## config.mk

```make
export PLATFORM = sky130hd
export DESIGN_NAME = srs_route_ctrl
export DESIGN_NICKNAME = d
export VERILOG_FILES = /design/src/rtl/srs_pkg.sv /design/src/rtl/srs_route_ctrl.sv
export SDC_FILE = /design/constraint.sdc
export NUM_CORES = 1
export LEC_CHECK = 0
export ABC_AREA = 1
export BUFFER_PORTS_ARGS = -buffer_cell sky130_fd_sc_hd__buf_4
export CORE_UTILIZATION = 54
export DETAILED_ROUTE_END_ITERATION = 16
export PLACE_DENSITY_LB_ADDON = 0.15
export SETUP_SLACK_MARGIN = 0.02
export SLEW_MARGIN = 30
export SYNTH_ARGS = -nofsm -noshare
export SYNTH_HDL_FRONTEND = slang
export SYNTH_SLANG_ARGS = --single-unit
```

## constraint.sdc

```tcl
create_clock -name ref_clk -period 2.11 [get_ports ref_clk]
set_input_delay 0.211 -clock ref_clk [delete_from_list [all_inputs] [get_ports ref_clk]]
set_output_delay 0.211 -clock ref_clk [all_outputs]
set_load 0.02 [all_outputs]
```

## src/rtl/srs_pkg.sv

```systemverilog
// package for the switch route select control block
package srs_pkg;
   // register offsets on the serial control register port
   localparam logic [7:0] SRS_OFS_FAST_MODES  = 8'h00;
   localparam logic [7:0] SRS_OFS_SIDE_MODES  = 8'h01;
   localparam logic [7:0] SRS_OFS_RX_SETTINGS = 8'h10;
   localparam logic [7:0] SRS_OFS_TERM_PULSE1 = 8'h11;
   localparam logic [7:0] SRS_OFS_TERM_PULSE2 = 8'h12;

   // reset values
   localparam logic [7:0] SRS_RST_FAST_MODES  = 8'h40;
   localparam logic [7:0] SRS_RST_SIDE_MODES  = 8'h40;
   localparam logic [7:0] SRS_RST_RX_SETTINGS = 8'h01;
   localparam logic [7:0] SRS_RST_TERM_PULSE  = 8'h00;

   // field positions of the two modes registers, and the termination bit of the rx settings register
   localparam int SRS_ENABLE_BIT = 6;
   localparam int SRS_MODE_MSB   = 5;
   localparam int SRS_MODE_LSB   = 4;
   localparam int SRS_SRC_MSB    = 3;
   localparam int SRS_SRC_LSB    = 0;
   localparam int SRS_TERM_BIT   = 0;

   // writable bits; the rest read as zero
   localparam logic [7:0] SRS_MASK_MODES = 8'h7f;
   localparam logic [7:0] SRS_MASK_RX    = 8'h01;
   localparam logic [7:0] SRS_MASK_PULSE = 8'hff;

   // switching modes; the fourth code is illegal and never stored
   localparam logic [1:0] SRS_MODE_QUAD    = 2'h0;
   localparam logic [1:0] SRS_MODE_DUAL    = 2'h1;
   localparam logic [1:0] SRS_MODE_SINGLE  = 2'h2;
   localparam logic [1:0] SRS_MODE_ILLEGAL = 2'h3;

   localparam int SRS_LINES = 4;

   // register write/read request from the serial control decoder
   typedef struct packed {
      logic       wrEn;
      logic       rdEn;
      logic [7:0] addr;
      logic [7:0] wrData;
   } srs_req_t;

   // auxiliary common line routing: channel index {source, channel} per line
   typedef struct packed {
      logic [SRS_LINES-1:0]      connect;
      logic [SRS_LINES-1:0][3:0] chanSel;
   } srs_side_route_t;

   // whole state of the block
   typedef struct packed {
      logic [7:0] fastModes;
      logic [7:0] sideModes;
      logic [7:0] rxSettings;
      logic [7:0] termPulse1;
      logic [7:0] termPulse2;
      logic [7:0] rdData;
      logic       rdValid;
   } srs_state_t;
endpackage

```

## src/rtl/srs_route_ctrl.sv

```systemverilog
// control register bank and routing decode for the four-source link switch
`timescale 1ns/1ps
`default_nettype none

module srs_route_ctrl (
   input  wire logic                     ref_clk,
   input  wire logic                     arst_n,
   input  wire srs_pkg::srs_req_t        req,
   output logic [7:0]                    rdData,
   output logic                          rdValid,
   output logic                          fastActive,
   output logic [1:0]                    fastSwitchingMode,
   output logic [3:0]                    fastSourceSelect,
   output logic [15:0]                   fastSingleSel,
   output logic [1:0]                    sideSwitchingMode,
   output srs_pkg::srs_side_route_t      sideRoute,
   output logic                          termOn,
   output logic [15:0]                   termPulseSelect
);
   import srs_pkg::*;

   srs_state_t state_q;
   srs_state_t state_d;
   logic [1:0] sideMode;
   logic [3:0] sideSrc;
   logic       sideEnable;

   ////////////////////////////////////////////////////////////////////////////
   // register bank

   // a mode field holds its old value when the illegal code arrives, so a
   // bad write cannot leave the switch in an undefined bundling
   function automatic logic [7:0] merge_modes(input logic [7:0] oldV, input logic [7:0] newV);
      logic [7:0] r;
      r = newV & SRS_MASK_MODES;
      if (newV[SRS_MODE_MSB:SRS_MODE_LSB] == SRS_MODE_ILLEGAL) begin
         r[SRS_MODE_MSB:SRS_MODE_LSB] = oldV[SRS_MODE_MSB:SRS_MODE_LSB];
      end
      return r;
   endfunction

   // next state: writes land in one cycle, reads answer one cycle later
   always_comb begin
      state_d = state_q;
      state_d.rdValid = req.rdEn;
      if (req.wrEn) begin
         case (req.addr)
            SRS_OFS_FAST_MODES: begin
               state_d.fastModes = merge_modes(state_q.fastModes, req.wrData);
            end
            SRS_OFS_SIDE_MODES: begin
               state_d.sideModes = merge_modes(state_q.sideModes, req.wrData);
            end
            SRS_OFS_RX_SETTINGS: begin
               state_d.rxSettings = req.wrData & SRS_MASK_RX;
            end
            SRS_OFS_TERM_PULSE1: begin
               state_d.termPulse1 = req.wrData & SRS_MASK_PULSE;
            end
            SRS_OFS_TERM_PULSE2: begin
               state_d.termPulse2 = req.wrData & SRS_MASK_PULSE;
            end
            default: begin
               state_d.rdValid = req.rdEn; // unmapped writes are dropped
            end
         endcase
      end
      if (req.rdEn) begin
         case (req.addr)
            SRS_OFS_FAST_MODES:  state_d.rdData = state_q.fastModes;
            SRS_OFS_SIDE_MODES:  state_d.rdData = state_q.sideModes;
            SRS_OFS_RX_SETTINGS: state_d.rdData = state_q.rxSettings;
            SRS_OFS_TERM_PULSE1: state_d.rdData = state_q.termPulse1;
            SRS_OFS_TERM_PULSE2: state_d.rdData = state_q.termPulse2;
            default:             state_d.rdData = 8'h00;
         endcase
      end
   end

   // state register
   always_ff @(posedge ref_clk or negedge arst_n) begin
      if (!arst_n) begin
         state_q <= '{fastModes:  SRS_RST_FAST_MODES,
                      sideModes:  SRS_RST_SIDE_MODES,
                      rxSettings: SRS_RST_RX_SETTINGS,
                      termPulse1: SRS_RST_TERM_PULSE,
                      termPulse2: SRS_RST_TERM_PULSE,
                      rdData:     8'h00,
                      rdValid:    1'b0};
      end else begin
         state_q <= state_d;
      end
   end

   ////////////////////////////////////////////////////////////////////////////
   // routing decode straight from the stored fields, no extra latency

   assign rdData            = state_q.rdData;
   assign rdValid           = state_q.rdValid;
   assign fastActive        = state_q.fastModes[SRS_ENABLE_BIT];
   assign fastSwitchingMode = state_q.fastModes[SRS_MODE_MSB:SRS_MODE_LSB];
   assign fastSourceSelect  = state_q.fastModes[SRS_SRC_MSB:SRS_SRC_LSB];
   assign sideEnable        = state_q.sideModes[SRS_ENABLE_BIT];
   assign sideMode          = state_q.sideModes[SRS_MODE_MSB:SRS_MODE_LSB];
   assign sideSrc           = state_q.sideModes[SRS_SRC_MSB:SRS_SRC_LSB];
   assign sideSwitchingMode = sideMode;
   assign termOn            = state_q.rxSettings[SRS_TERM_BIT];
   // pulse bits only matter while terminations are on
   assign termPulseSelect   = termOn ? {state_q.termPulse2, state_q.termPulse1} : 16'h0000;

   // single fast mode: one-hot over A0..D3, index = {source, channel}
   always_comb begin
      fastSingleSel = 16'h0000;
      if (fastActive && fastSwitchingMode == SRS_MODE_SINGLE) begin
         fastSingleSel[fastSourceSelect] = 1'b1;
      end
   end

   // side switch: chanSel is {source[1:0], channel[1:0]} for each common line
   always_comb begin
      sideRoute = '0;
      if (sideEnable) begin
         case (sideMode)
            SRS_MODE_QUAD: begin
               for (int i = 0; i < SRS_LINES; i++) begin
                  sideRoute.connect[i] = 1'b1;
                  sideRoute.chanSel[i] = {sideSrc[1:0], 2'(i)};
               end
            end
            SRS_MODE_DUAL: begin
               for (int i = 0; i < SRS_LINES; i++) begin
                  sideRoute.connect[i] = 1'b1;
               end
               // lines 1:0 take A or B, lines 3:2 take C or D
               sideRoute.chanSel[0] = {1'b0, sideSrc[2], sideSrc[1:0]};
               sideRoute.chanSel[1] = {1'b0, sideSrc[2], sideSrc[1:0]};
               sideRoute.chanSel[2] = {1'b1, sideSrc[2], sideSrc[1:0]};
               sideRoute.chanSel[3] = {1'b1, sideSrc[2], sideSrc[1:0]};
            end
            SRS_MODE_SINGLE: begin
               sideRoute.connect[0] = 1'b1;
               sideRoute.chanSel[0] = sideSrc;
            end
            default: begin
               sideRoute = '0; // illegal code is never stored
            end
         endcase
      end
   end
endmodule
`default_nettype wire

```

==> reports/metrics.yaml, run 1 <==
clock_network:
  clock_latency_ps: 290
  clk_pin_slew_worst_paths_ps: 80
  clkSinkCount: 40
  cts_root_buf: "clkbuf_8"
  post_cts_buffers: 0
  cts_tree: "yes"
  clockBufferDepth: 2
  h-tree-depth: 2
  cts-buffers-inserted: 5
sta:
  slew_headroom: 0.667
  layout_setup_ws_ps: 275
  max_freq_ghz: 0.545
  finalCriticalPeriod_ps: 1830
  rsz0062_at_grt: "no"
  worst_slew_pin_slew_ps: 500
  finalMaxSlewViolations: 0
  skew_ps: 9.14
  setup_violations: 0
  tns_ps: 0
  finalHoldViolCount: 0
  whs_ps: 111
  fin_crit_sh: 0.870
drt:
  dr_total_vias: 2348
  ant_nets: 0
  via_per_inst: 5.17
  wire_per_inst_um: 13.3
  drc: 0
  drt_iter0_markers: 121
  drt_first_pass_iters: 4
  wl_um: 6040
floorplanning:
  initial_utilization: 0.567
  core_um2: 4410
  rows: 24
  die_w_um: 70.1
  die_h_um: 70.1
  ios: 91
  dieArea_um2: 4910
placement:
  place_area_um2: 3000
  portBuffers: 90
  pre_cts_slack_ps: 590
  globalplace.congestion: 0.862
  dpl.hpwl_um: 4520
  placed_cells: 445
layout:
  diodes: 0
  layoutNonFillerInstCount: 454
  drive_gt1_frac: 0.301
  post-route-util: 0.710
  stdcell_area_um2: 3140
  layout.nets: 421
  syn2layout_area_growth_pct: 25.4
pwr:
  max-vdd-ir-drop_mv: 0.283
  static-leakage-power_nw: 1.80
  total_power_mw: 1.80
  powerDensity_nw_per_um2: 574
logic_synthesis:
  yosys.area_share.xor_xnor: 0
  yosysWarnings: 0
  syn_nets: 356
  netlist_area_um2: 2500
  synth-seq-area-share: 0.402
  syn_area_per_cell_um2: 7.44
  synthCells: 336
  synth-compound-area-share: 0.0970
  synthMuxAreaShare: 0
  synth_simple_gate_area_frac: 0.332
  ys_ff_latch: 40
  yosysUniqueCellTypes: 25
  synth_top_family_by_area: "simple AND/OR/NAND/NOR gates"
  synthAdderAreaFrac: 0
global_routing:
  grt_first_pass_wirelength_um: 9780
  track_usage: 0.251
  grt_overflow: 0
  grt_antenna_before_repair: 0
  grt_pass1_vias: 2146
  grt_max_degree: 41
setup_path:
  slowest_stage: "dfrtp_1"
  path_delay_family: "flip-flops"
  arrival_ps: 1620
  crit_buf_inv: 2
  cp-end-kind: "output port"
  crit_chain: "inv_1, nor2_1, nand2_1, a21oi_1, buf_4"
  slowest_delay_ps: 500
  cp_max_fo: 8
  crit_required_ps: 1900
  criticalPathCategory: "register to output port"
  start_kind: "register"
outcome:
  status: "finished clean"
flow_run:
  drv_cap: 0
worst_hold_path:
  hold_class: "input pin to register"
[layout make-up]
class | count | area, um2
inverter | 48 | 180
clock inverter | 1 | 30.0
tap | 52 | 65.1
sequential | 40 | 1000
multi-input combinational | 215 | 1070
fill | 376 | 1280
clock buffer | 7 | 96.3
timing repair buffer | 91 | 686
[worst reg2reg max path, cell delays in order, from the launching register on]
cell,delay (ps)
dfstp_2,760
inv_1,80
nor2_1,140
nor2_1,70
a21oi_1,140
[cells in the final DEF (no fill, tap or decap), drive strengths merged, types with 3 or more instances in the layout]
master  synthesis  final
o21ai          15     15
nor3            3      3
clkbuf          3      7
dfrtp          37     37
nand4           7      7
nor2           44     44
o21a           13     13
dfstp           3      3
nand3          27     27
buf            30     90
nand2          95     95
a21oi           8      8
inv            48     48
[Yosys cell counts]
cell type | count | area share
nand4_1 | 7 | 0.018
nand3_1 | 27 | 0.054
nor2_1 | 38 | 0.057
clkbuf_1 | 3 | 0.0045
buf_2 | 2 | 0.0040
inv_1 | 45 | 0.068
nor3_1 | 3 | 0.0060
nand2_2 | 5 | 0.013
buf_6 | 3 | 0.014
a31o_2 | 1 | 0.0035
o21ai_1 | 11 | 0.022
o21ai_0 | 2 | 0.0040
nor2_4 | 2 | 0.0090
nand2_4 | 3 | 0.014
o21ai_2 | 2 | 0.0070
o21a_1 | 13 | 0.039
buf_4 | 25 | 0.075
a211oi_1 | 1 | 0.0030
dfstp_2 | 3 | 0.032
o22ai_1 | 1 | 0.0025
a21oi_1 | 8 | 0.016
nor2_8 | 4 | 0.032
nand2_1 | 87 | 0.13
dfrtp_1 | 37 | 0.37
inv_2 | 3 | 0.0045
[flip-flops by register name, summed over array words and instances, names as in the netlist]
register and flops:
fastActive 1, fastSourceSelect 4, fastSwitchingMode 2, rdData 8, rdValid 1, sideEnable 1
sideSrc 4, sideSwitchingMode 2, state_q 16, termOn 1
[path summary, 6_finish.rpt]
check / start / cells after the start / end / slack, ps
setup / recovery: sideSwitchingMode[0]$_DFFE_PN0P_ / 5 / sideRoute[14] / 280
hold / removal: req[16] / 1 / rdValid$_DFF_PN0_ / 110
setup reg to reg: termOn$_DFFE_PN1P_ / 4 / rdData[0]$_DFFE_PN0P_ / 860
hold reg to reg: rdData[3]$_DFFE_PN0P_ / 2 / rdData[3]$_DFFE_PN0P_ / 480
max in group asynchronous: arst_n / 2 / sideEnable$_DFFE_PN1P_ / 1310
min in group asynchronous: arst_n / 2 / state_q[9]$_DFFE_PN0P_ / 430
[routing by layer]
metal | up-vias | track usage | share of wire
li1 | 1156 | - | -
met4 | 0 | 0.104 | 0.018
met5 | - | 0 | 0
met2 | 86 | 0.408 | 0.47
met3 | 11 | 0.0346 | 0.054
met1 | 1095 | 0.338 | 0.46
[cell families after synthesis]
group | count (synthesis)
AOI/OAI and AO/OA | 39
buffers and inverters | 81
DFF | 40
and+or+nand+nor | 176
[timing repair]
item / 4_1_cts / 5_1_grt
hold endpoints to repair: 37 / 0
gates resized for setup: 0 / 0
hold buffers: 1 / 0
[where the power goes]
part	switching [mW]	leakage, nW	internal [mW]
clock network	0.276	0.0645	0.418
logic	0.148	1.22	0.0989
registers	0.0501	0.514	0.810
total	0.474	1.80	1.33
Power figures use the tool's default switching activity.
==> run 2, diff against run 1 <==
--- a/config.mk
+++ b/config.mk
@@ -7,8 +7,9 @@
 export LEC_CHECK = 0
 export ABC_AREA = 1
 export BUFFER_PORTS_ARGS = -buffer_cell sky130_fd_sc_hd__buf_4
-export CORE_UTILIZATION = 54
+export CORE_UTILIZATION = 47
 export DETAILED_ROUTE_END_ITERATION = 16
+export MAX_ROUTING_LAYER = met4
 export PLACE_DENSITY_LB_ADDON = 0.15
 export SETUP_SLACK_MARGIN = 0.02
 export SLEW_MARGIN = 30
==> reports/metrics.yaml, run 2 (same netlist as run 1, synthesis figures left out) <==
drt:
  dr_total_vias: 2321
  wire_per_inst_um: 12.7
  ant_nets: 0
  drc: 0
  drt_iter0_markers: 158
  via_per_inst: 4.92
  wl_um: 6000
  drt_first_pass_iters: 4
setup_path:
  criticalPathCategory: "register to output port"
  cp-end-kind: "output port"
  reg2reg_from: "termOn$_DFFE_PN1P_"
  reg2reg_to: "rdData[0]$_DFFE_PN0P_"
  slowest_delay_ps: 510
  slowest_stage: "dfrtp_1"
  crit_required_ps: 1900
  crit_chain: "inv_1, nor2_1, nand2_1, a21oi_1, buf_4"
  reg2regPathDepth: 4
  r2r_setup_slack_ps: 840
  cp_max_fo: 8
  start_kind: "register"
  arrival_ps: 1660
sta:
  tns_ps: 0
  rsz0062_at_grt: "no"
  fin_crit_sh: 0.885
  finalCriticalPeriod_ps: 1870
  worst_slew_pin_slew_ps: 518
  finalMaxSlewViolations: 0
  skew_ps: 6.24
  max_freq_ghz: 0.536
  slew_headroom: 0.654
  finalHoldViolCount: 0
  setup_violations: 0
pwr:
  powerDensity_nw_per_um2: 551
  max-vdd-ir-drop_mv: 0.362
  static-leakage-power_nw: 1.79
layout:
  drive_gt1_frac: 0.301
  layout_commonest_cell: "buf_4"
  syn2layout_area_growth_pct: 25.7
  largest-register: "state_q"
  diodes: 0
  fillCellCount: 491
  largest_reg_flops: 16
  final_cell_mix: "buf_4, nand2_1, inv_1"
  layoutNonFillerInstCount: 472
  post-route-util: 0.615
  layout.nets: 421
global_routing:
  grt_first_pass_wirelength_um: 9520
  grt_overflow: 0
  track_usage: 0.238
  grt_max_degree: 41
  grt_antenna_before_repair: 0
  grt_pass1_vias: 1961
placement:
  dpl.hpwl_um: 4560
  placed_cells: 463
  globalplace.congestion: 0.936
  portBuffers: 90
floorplanning:
  core_um2: 5110
  dieArea_um2: 5620
  ios: 91
  rows: 26
  die_h_um: 75.0
  die_w_um: 75.0
  initial_utilization: 0.490
clock_network:
  post_cts_buffers: 0
  cts_root_buf: "clkbuf_8"
  clockBufferDepth: 2
  clk_pin_slew_worst_paths_ps: 80
  h-tree-depth: 2
  clkSinkCount: 40
  cts-buffers-inserted: 5
  clock_latency_ps: 300
  cts_tree: "yes"
worst_hold_path:
  hp-start: "req[16]"
  hold_class: "input pin to register"
  hold-path-endpoint: "rdValid$_DFF_PN0_"
  hold_depth: 1
outcome:
  status: "finished clean"
flow_run:
  drv_cap: 0
-- run 2: power breakdown --
group          leakage [nW]  switching [mW]  internal [mW]
Clock                0.0541           0.277          0.350
Sequential            0.514          0.0497          0.810
Combinational          1.22           0.147         0.0989
Total                  1.79           0.474           1.26
-- run 2: area by class of cell --
cell class                      count  area, um2  area share
Inverter                           48        180      0.0573
Sequential cell                    40       1000       0.320
Multi-Input combinational cell    215       1070       0.342
Clock inverter                      3       42.5      0.0135
Clock buffer                        5       68.8      0.0219
Timing Repair Buffer               91        686       0.218
Tap cell                           70       87.6      0.0279
-- run 2: how the worst max path moves through the flow --
stage,startpoint,end,slack [ps]
2_1_floorplan,sideEnable$_DFFE_PN1P_,sideRoute[12],140
6_report,sideSwitchingMode[0]$_DFFE_PN0P_,sideRoute[6],240
4_1_cts,sideSwitchingMode[0]$_DFFE_PN0P_,sideRoute[6],250
5_1_grt,sideEnable$_DFFE_PN1P_,sideRoute[12],100
3_3_place_gp,sideSwitchingMode[0]$_DFFE_PN0P_,sideRoute[6],590
3_5_place_dp,sideSwitchingMode[0]$_DFFE_PN0P_,sideRoute[6],570
-- run 2: layer usage --
layer	vias to the layer above	track usage	routed length, um
met5	-	-	0
met2	76	0.352	2830
met1	1080	0.329	2790
met3	9	0.0295	281
met4	0	0.101	106
li1	1156	-	-
-- run 2: critical path, delay by kind of cell (launching register included) --
| kind | cells | cell delay, ps |
|---|---|---|
| AOI/OAI and AO/OA | 1 | 220 |
| DFF | 1 | 510 |
| and+or+nand+nor | 2 | 300 |
| buffers and inverters | 2 | 340 |
-- run 2: metrics by stage --
step / total power, mW / instance area (um2) / setup WS, ps / hold WS [ps]
6_report: 1.73 / 3140 / 243 / 109
5_1_grt: 1.81 / 3140 / 103 / 109
4_1_cts: 1.75 / 3140 / 246 / 102
3_5_place_dp: 1.12 / 3020 / 574 / 218
3_3_place_gp: 1.12 / 3020 / 593 / 215
2_1_floorplan: 1.02 / 2500 / 142 / -84.6
-- run 2: timing repair --
action | 4_1_cts | 5_1_grt
endpoints found under the hold margin | 37 | 0
hold buffers | 1 | 0
gates resized for setup | 0 | 0
==> run 3, diff against run 2 <==
--- a/config.mk
+++ b/config.mk
@@ -8,8 +8,8 @@
 export ABC_AREA = 1
 export BUFFER_PORTS_ARGS = -buffer_cell sky130_fd_sc_hd__buf_4
 export CORE_UTILIZATION = 47
+export CTS_BUF_LIST = sky130_fd_sc_hd__clkbuf_2
 export DETAILED_ROUTE_END_ITERATION = 16
-export MAX_ROUTING_LAYER = met4
 export PLACE_DENSITY_LB_ADDON = 0.15
 export SETUP_SLACK_MARGIN = 0.02
 export SLEW_MARGIN = 30
==> reports/metrics.yaml, run 3 (same netlist as run 1, synthesis figures left out) <==
placement:
  pre_cts_slack_ps: 574
  placed_cells: 463
  portBuffers: 90
  globalplace.congestion: 0.920
  dpl.hpwl_um: 4560
worst_hold_path:
  hold_class: "input pin to register"
  hp-start: "req[4]"
setup_path:
  crit_chain: "inv_1, nor2_1, nand2_1, a21oi_1, buf_4"
  reg2reg_to: "rdData[0]$_DFFE_PN0P_"
  start_kind: "register"
  reg2reg_from: "termOn$_DFFE_PN1P_"
  r2r_setup_slack_ps: 820
  criticalPathCategory: "register to output port"
  slowest_stage: "dfrtp_2"
  arrival_ps: 1710
  critPathCapture: "sideRoute[14]"
  cp-end-kind: "output port"
  slowest_delay_ps: 500
  cp_max_fo: 8
  reg2regPathDepth: 4
  crit_required_ps: 1900
  crit_start: "sideSwitchingMode[0]$_DFFE_PN0P_"
layout:
  post-route-util: 0.615
  largest_reg_flops: 16
  diodes: 0
  final_cell_mix: "buf_4, nand2_1, inv_1"
  fillCellCount: 496
  layout.nets: 425
  syn2layout_area_growth_pct: 25.7
  drive_gt1_frac: 0.308
  largest-register: "state_q"
  layout_commonest_cell: "buf_4"
  layoutNonFillerInstCount: 476
clock_network:
  cts-buffers-inserted: 5
  clockBufferDepth: 2
  h-tree-depth: 2
  clk_pin_slew_worst_paths_ps: 210
  cts_root_buf: "clkbuf_2"
  cts_tree: "yes"
  clock_latency_ps: 410
  clkSinkCount: 40
pwr:
  static-leakage-power_nw: 1.79
  total_power_mw: 1.58
  max-vdd-ir-drop_mv: 0.348
  powerDensity_nw_per_um2: 502
global_routing:
  grt_antenna_before_repair: 0
  grt_max_degree: 41
  grt_first_pass_wirelength_um: 9610
  track_usage: 0.232
  grt_pass1_vias: 1963
  grt_overflow: 0
floorplanning:
  core_um2: 5110
  dieArea_um2: 5620
  die_h_um: 75.0
  initial_utilization: 0.490
  rows: 26
  die_w_um: 75.0
  ios: 91
sta:
  max_freq_ghz: 0.520
  setup_violations: 0
  finalHoldViolCount: 0
  layout_setup_ws_ps: 188
  tns_ps: 0
  fin_crit_sh: 0.911
  slew_headroom: 0.656
  rsz0062_at_grt: "no"
  finalMaxSlewViolations: 0
  finalCriticalPeriod_ps: 1920
  worst_slew_pin_slew_ps: 516
  skew_ps: 11.3
outcome:
  status: "finished clean"
drt:
  ant_nets: 0
  dr_total_vias: 2341
  drt_first_pass_iters: 4
  drt_iter0_markers: 131
  wl_um: 6080
  via_per_inst: 4.92
  wire_per_inst_um: 12.8
  drc: 0
flow_run:
  drv_cap: 0
==> run 3: cell count changes in the layout (fill, tap and decap cells not counted), sizes merged <==
cell	previous run	this run
buf	90	91
dlygate4sd3	1	4
==> run 3: power by group <==
part           internal (mW)  switching, mW  leakage (nW)  total, mW
sequential             0.811         0.0493         0.514      0.861
combinational          0.104          0.149          1.24      0.253
clock                  0.198          0.265        0.0390      0.463
==> run 3: critical path: cells and delay by family, from the launching register on <==
family          cells  cell delay, ps
compound gates      1             220
buf+inv             2             310
flops               1             500
simple gates        2             290
==> run 3: repair_timing <==
item                                    in CTS  in global routing
gates resized for setup                      0                  3
buffers inserted                             0                  1
hold buffers                                 4                  0
hold endpoints to repair                    41                  0
endpoints found under the setup margin       0                 13
==> run 3: metrics by stage <==
stage          hold WS, ps  area [um2]
2_1_floorplan        -84.6        2500
3_3_place_gp           215        3020
3_5_place_dp           218        3020
4_1_cts               9.01        3130
5_1_grt               9.26        3140
6_report              32.7        3140
==> run 3: routing by layer <==
metal | GRT usage | share of wire | vias up
met4 | 0.0818 | 0.016 | 0
met2 | 0.360 | 0.48 | 90
met1 | 0.325 | 0.45 | 1081
met3 | 0.0455 | 0.055 | 7
li1 | - | - | 1163
met5 | 0 | 0 | -
==> run 3: worst min path at each step <==
stage / to / slack, ps / cells past startpoint
after detailed placement: rdValid$_DFF_PN0_ / 220 / 1
after global placement: rdValid$_DFF_PN0_ / 220 / 1
after CTS: state_q[21]$_DFFE_PN0P_ / 9 / 3
after global routing: state_q[21]$_DFFE_PN0P_ / 9 / 3
final: state_q[21]$_DFFE_PN0P_ / 30 / 3
after floorplan: fastSourceSelect[0]$_DFFE_PN0P_ / -80 / 0
==> run 3: area by class of cell <==
cell class                 instances  area, um2  share of cell area
clock buffer                       5       25.0             0.00796
tap                               70       87.6              0.0279
clock inverter                     3       42.5              0.0135
timing repair buffer              95        723               0.230
sequential                        40       1010               0.320
multi-input combinational        215       1080               0.343
inverter                          48        180              0.0573
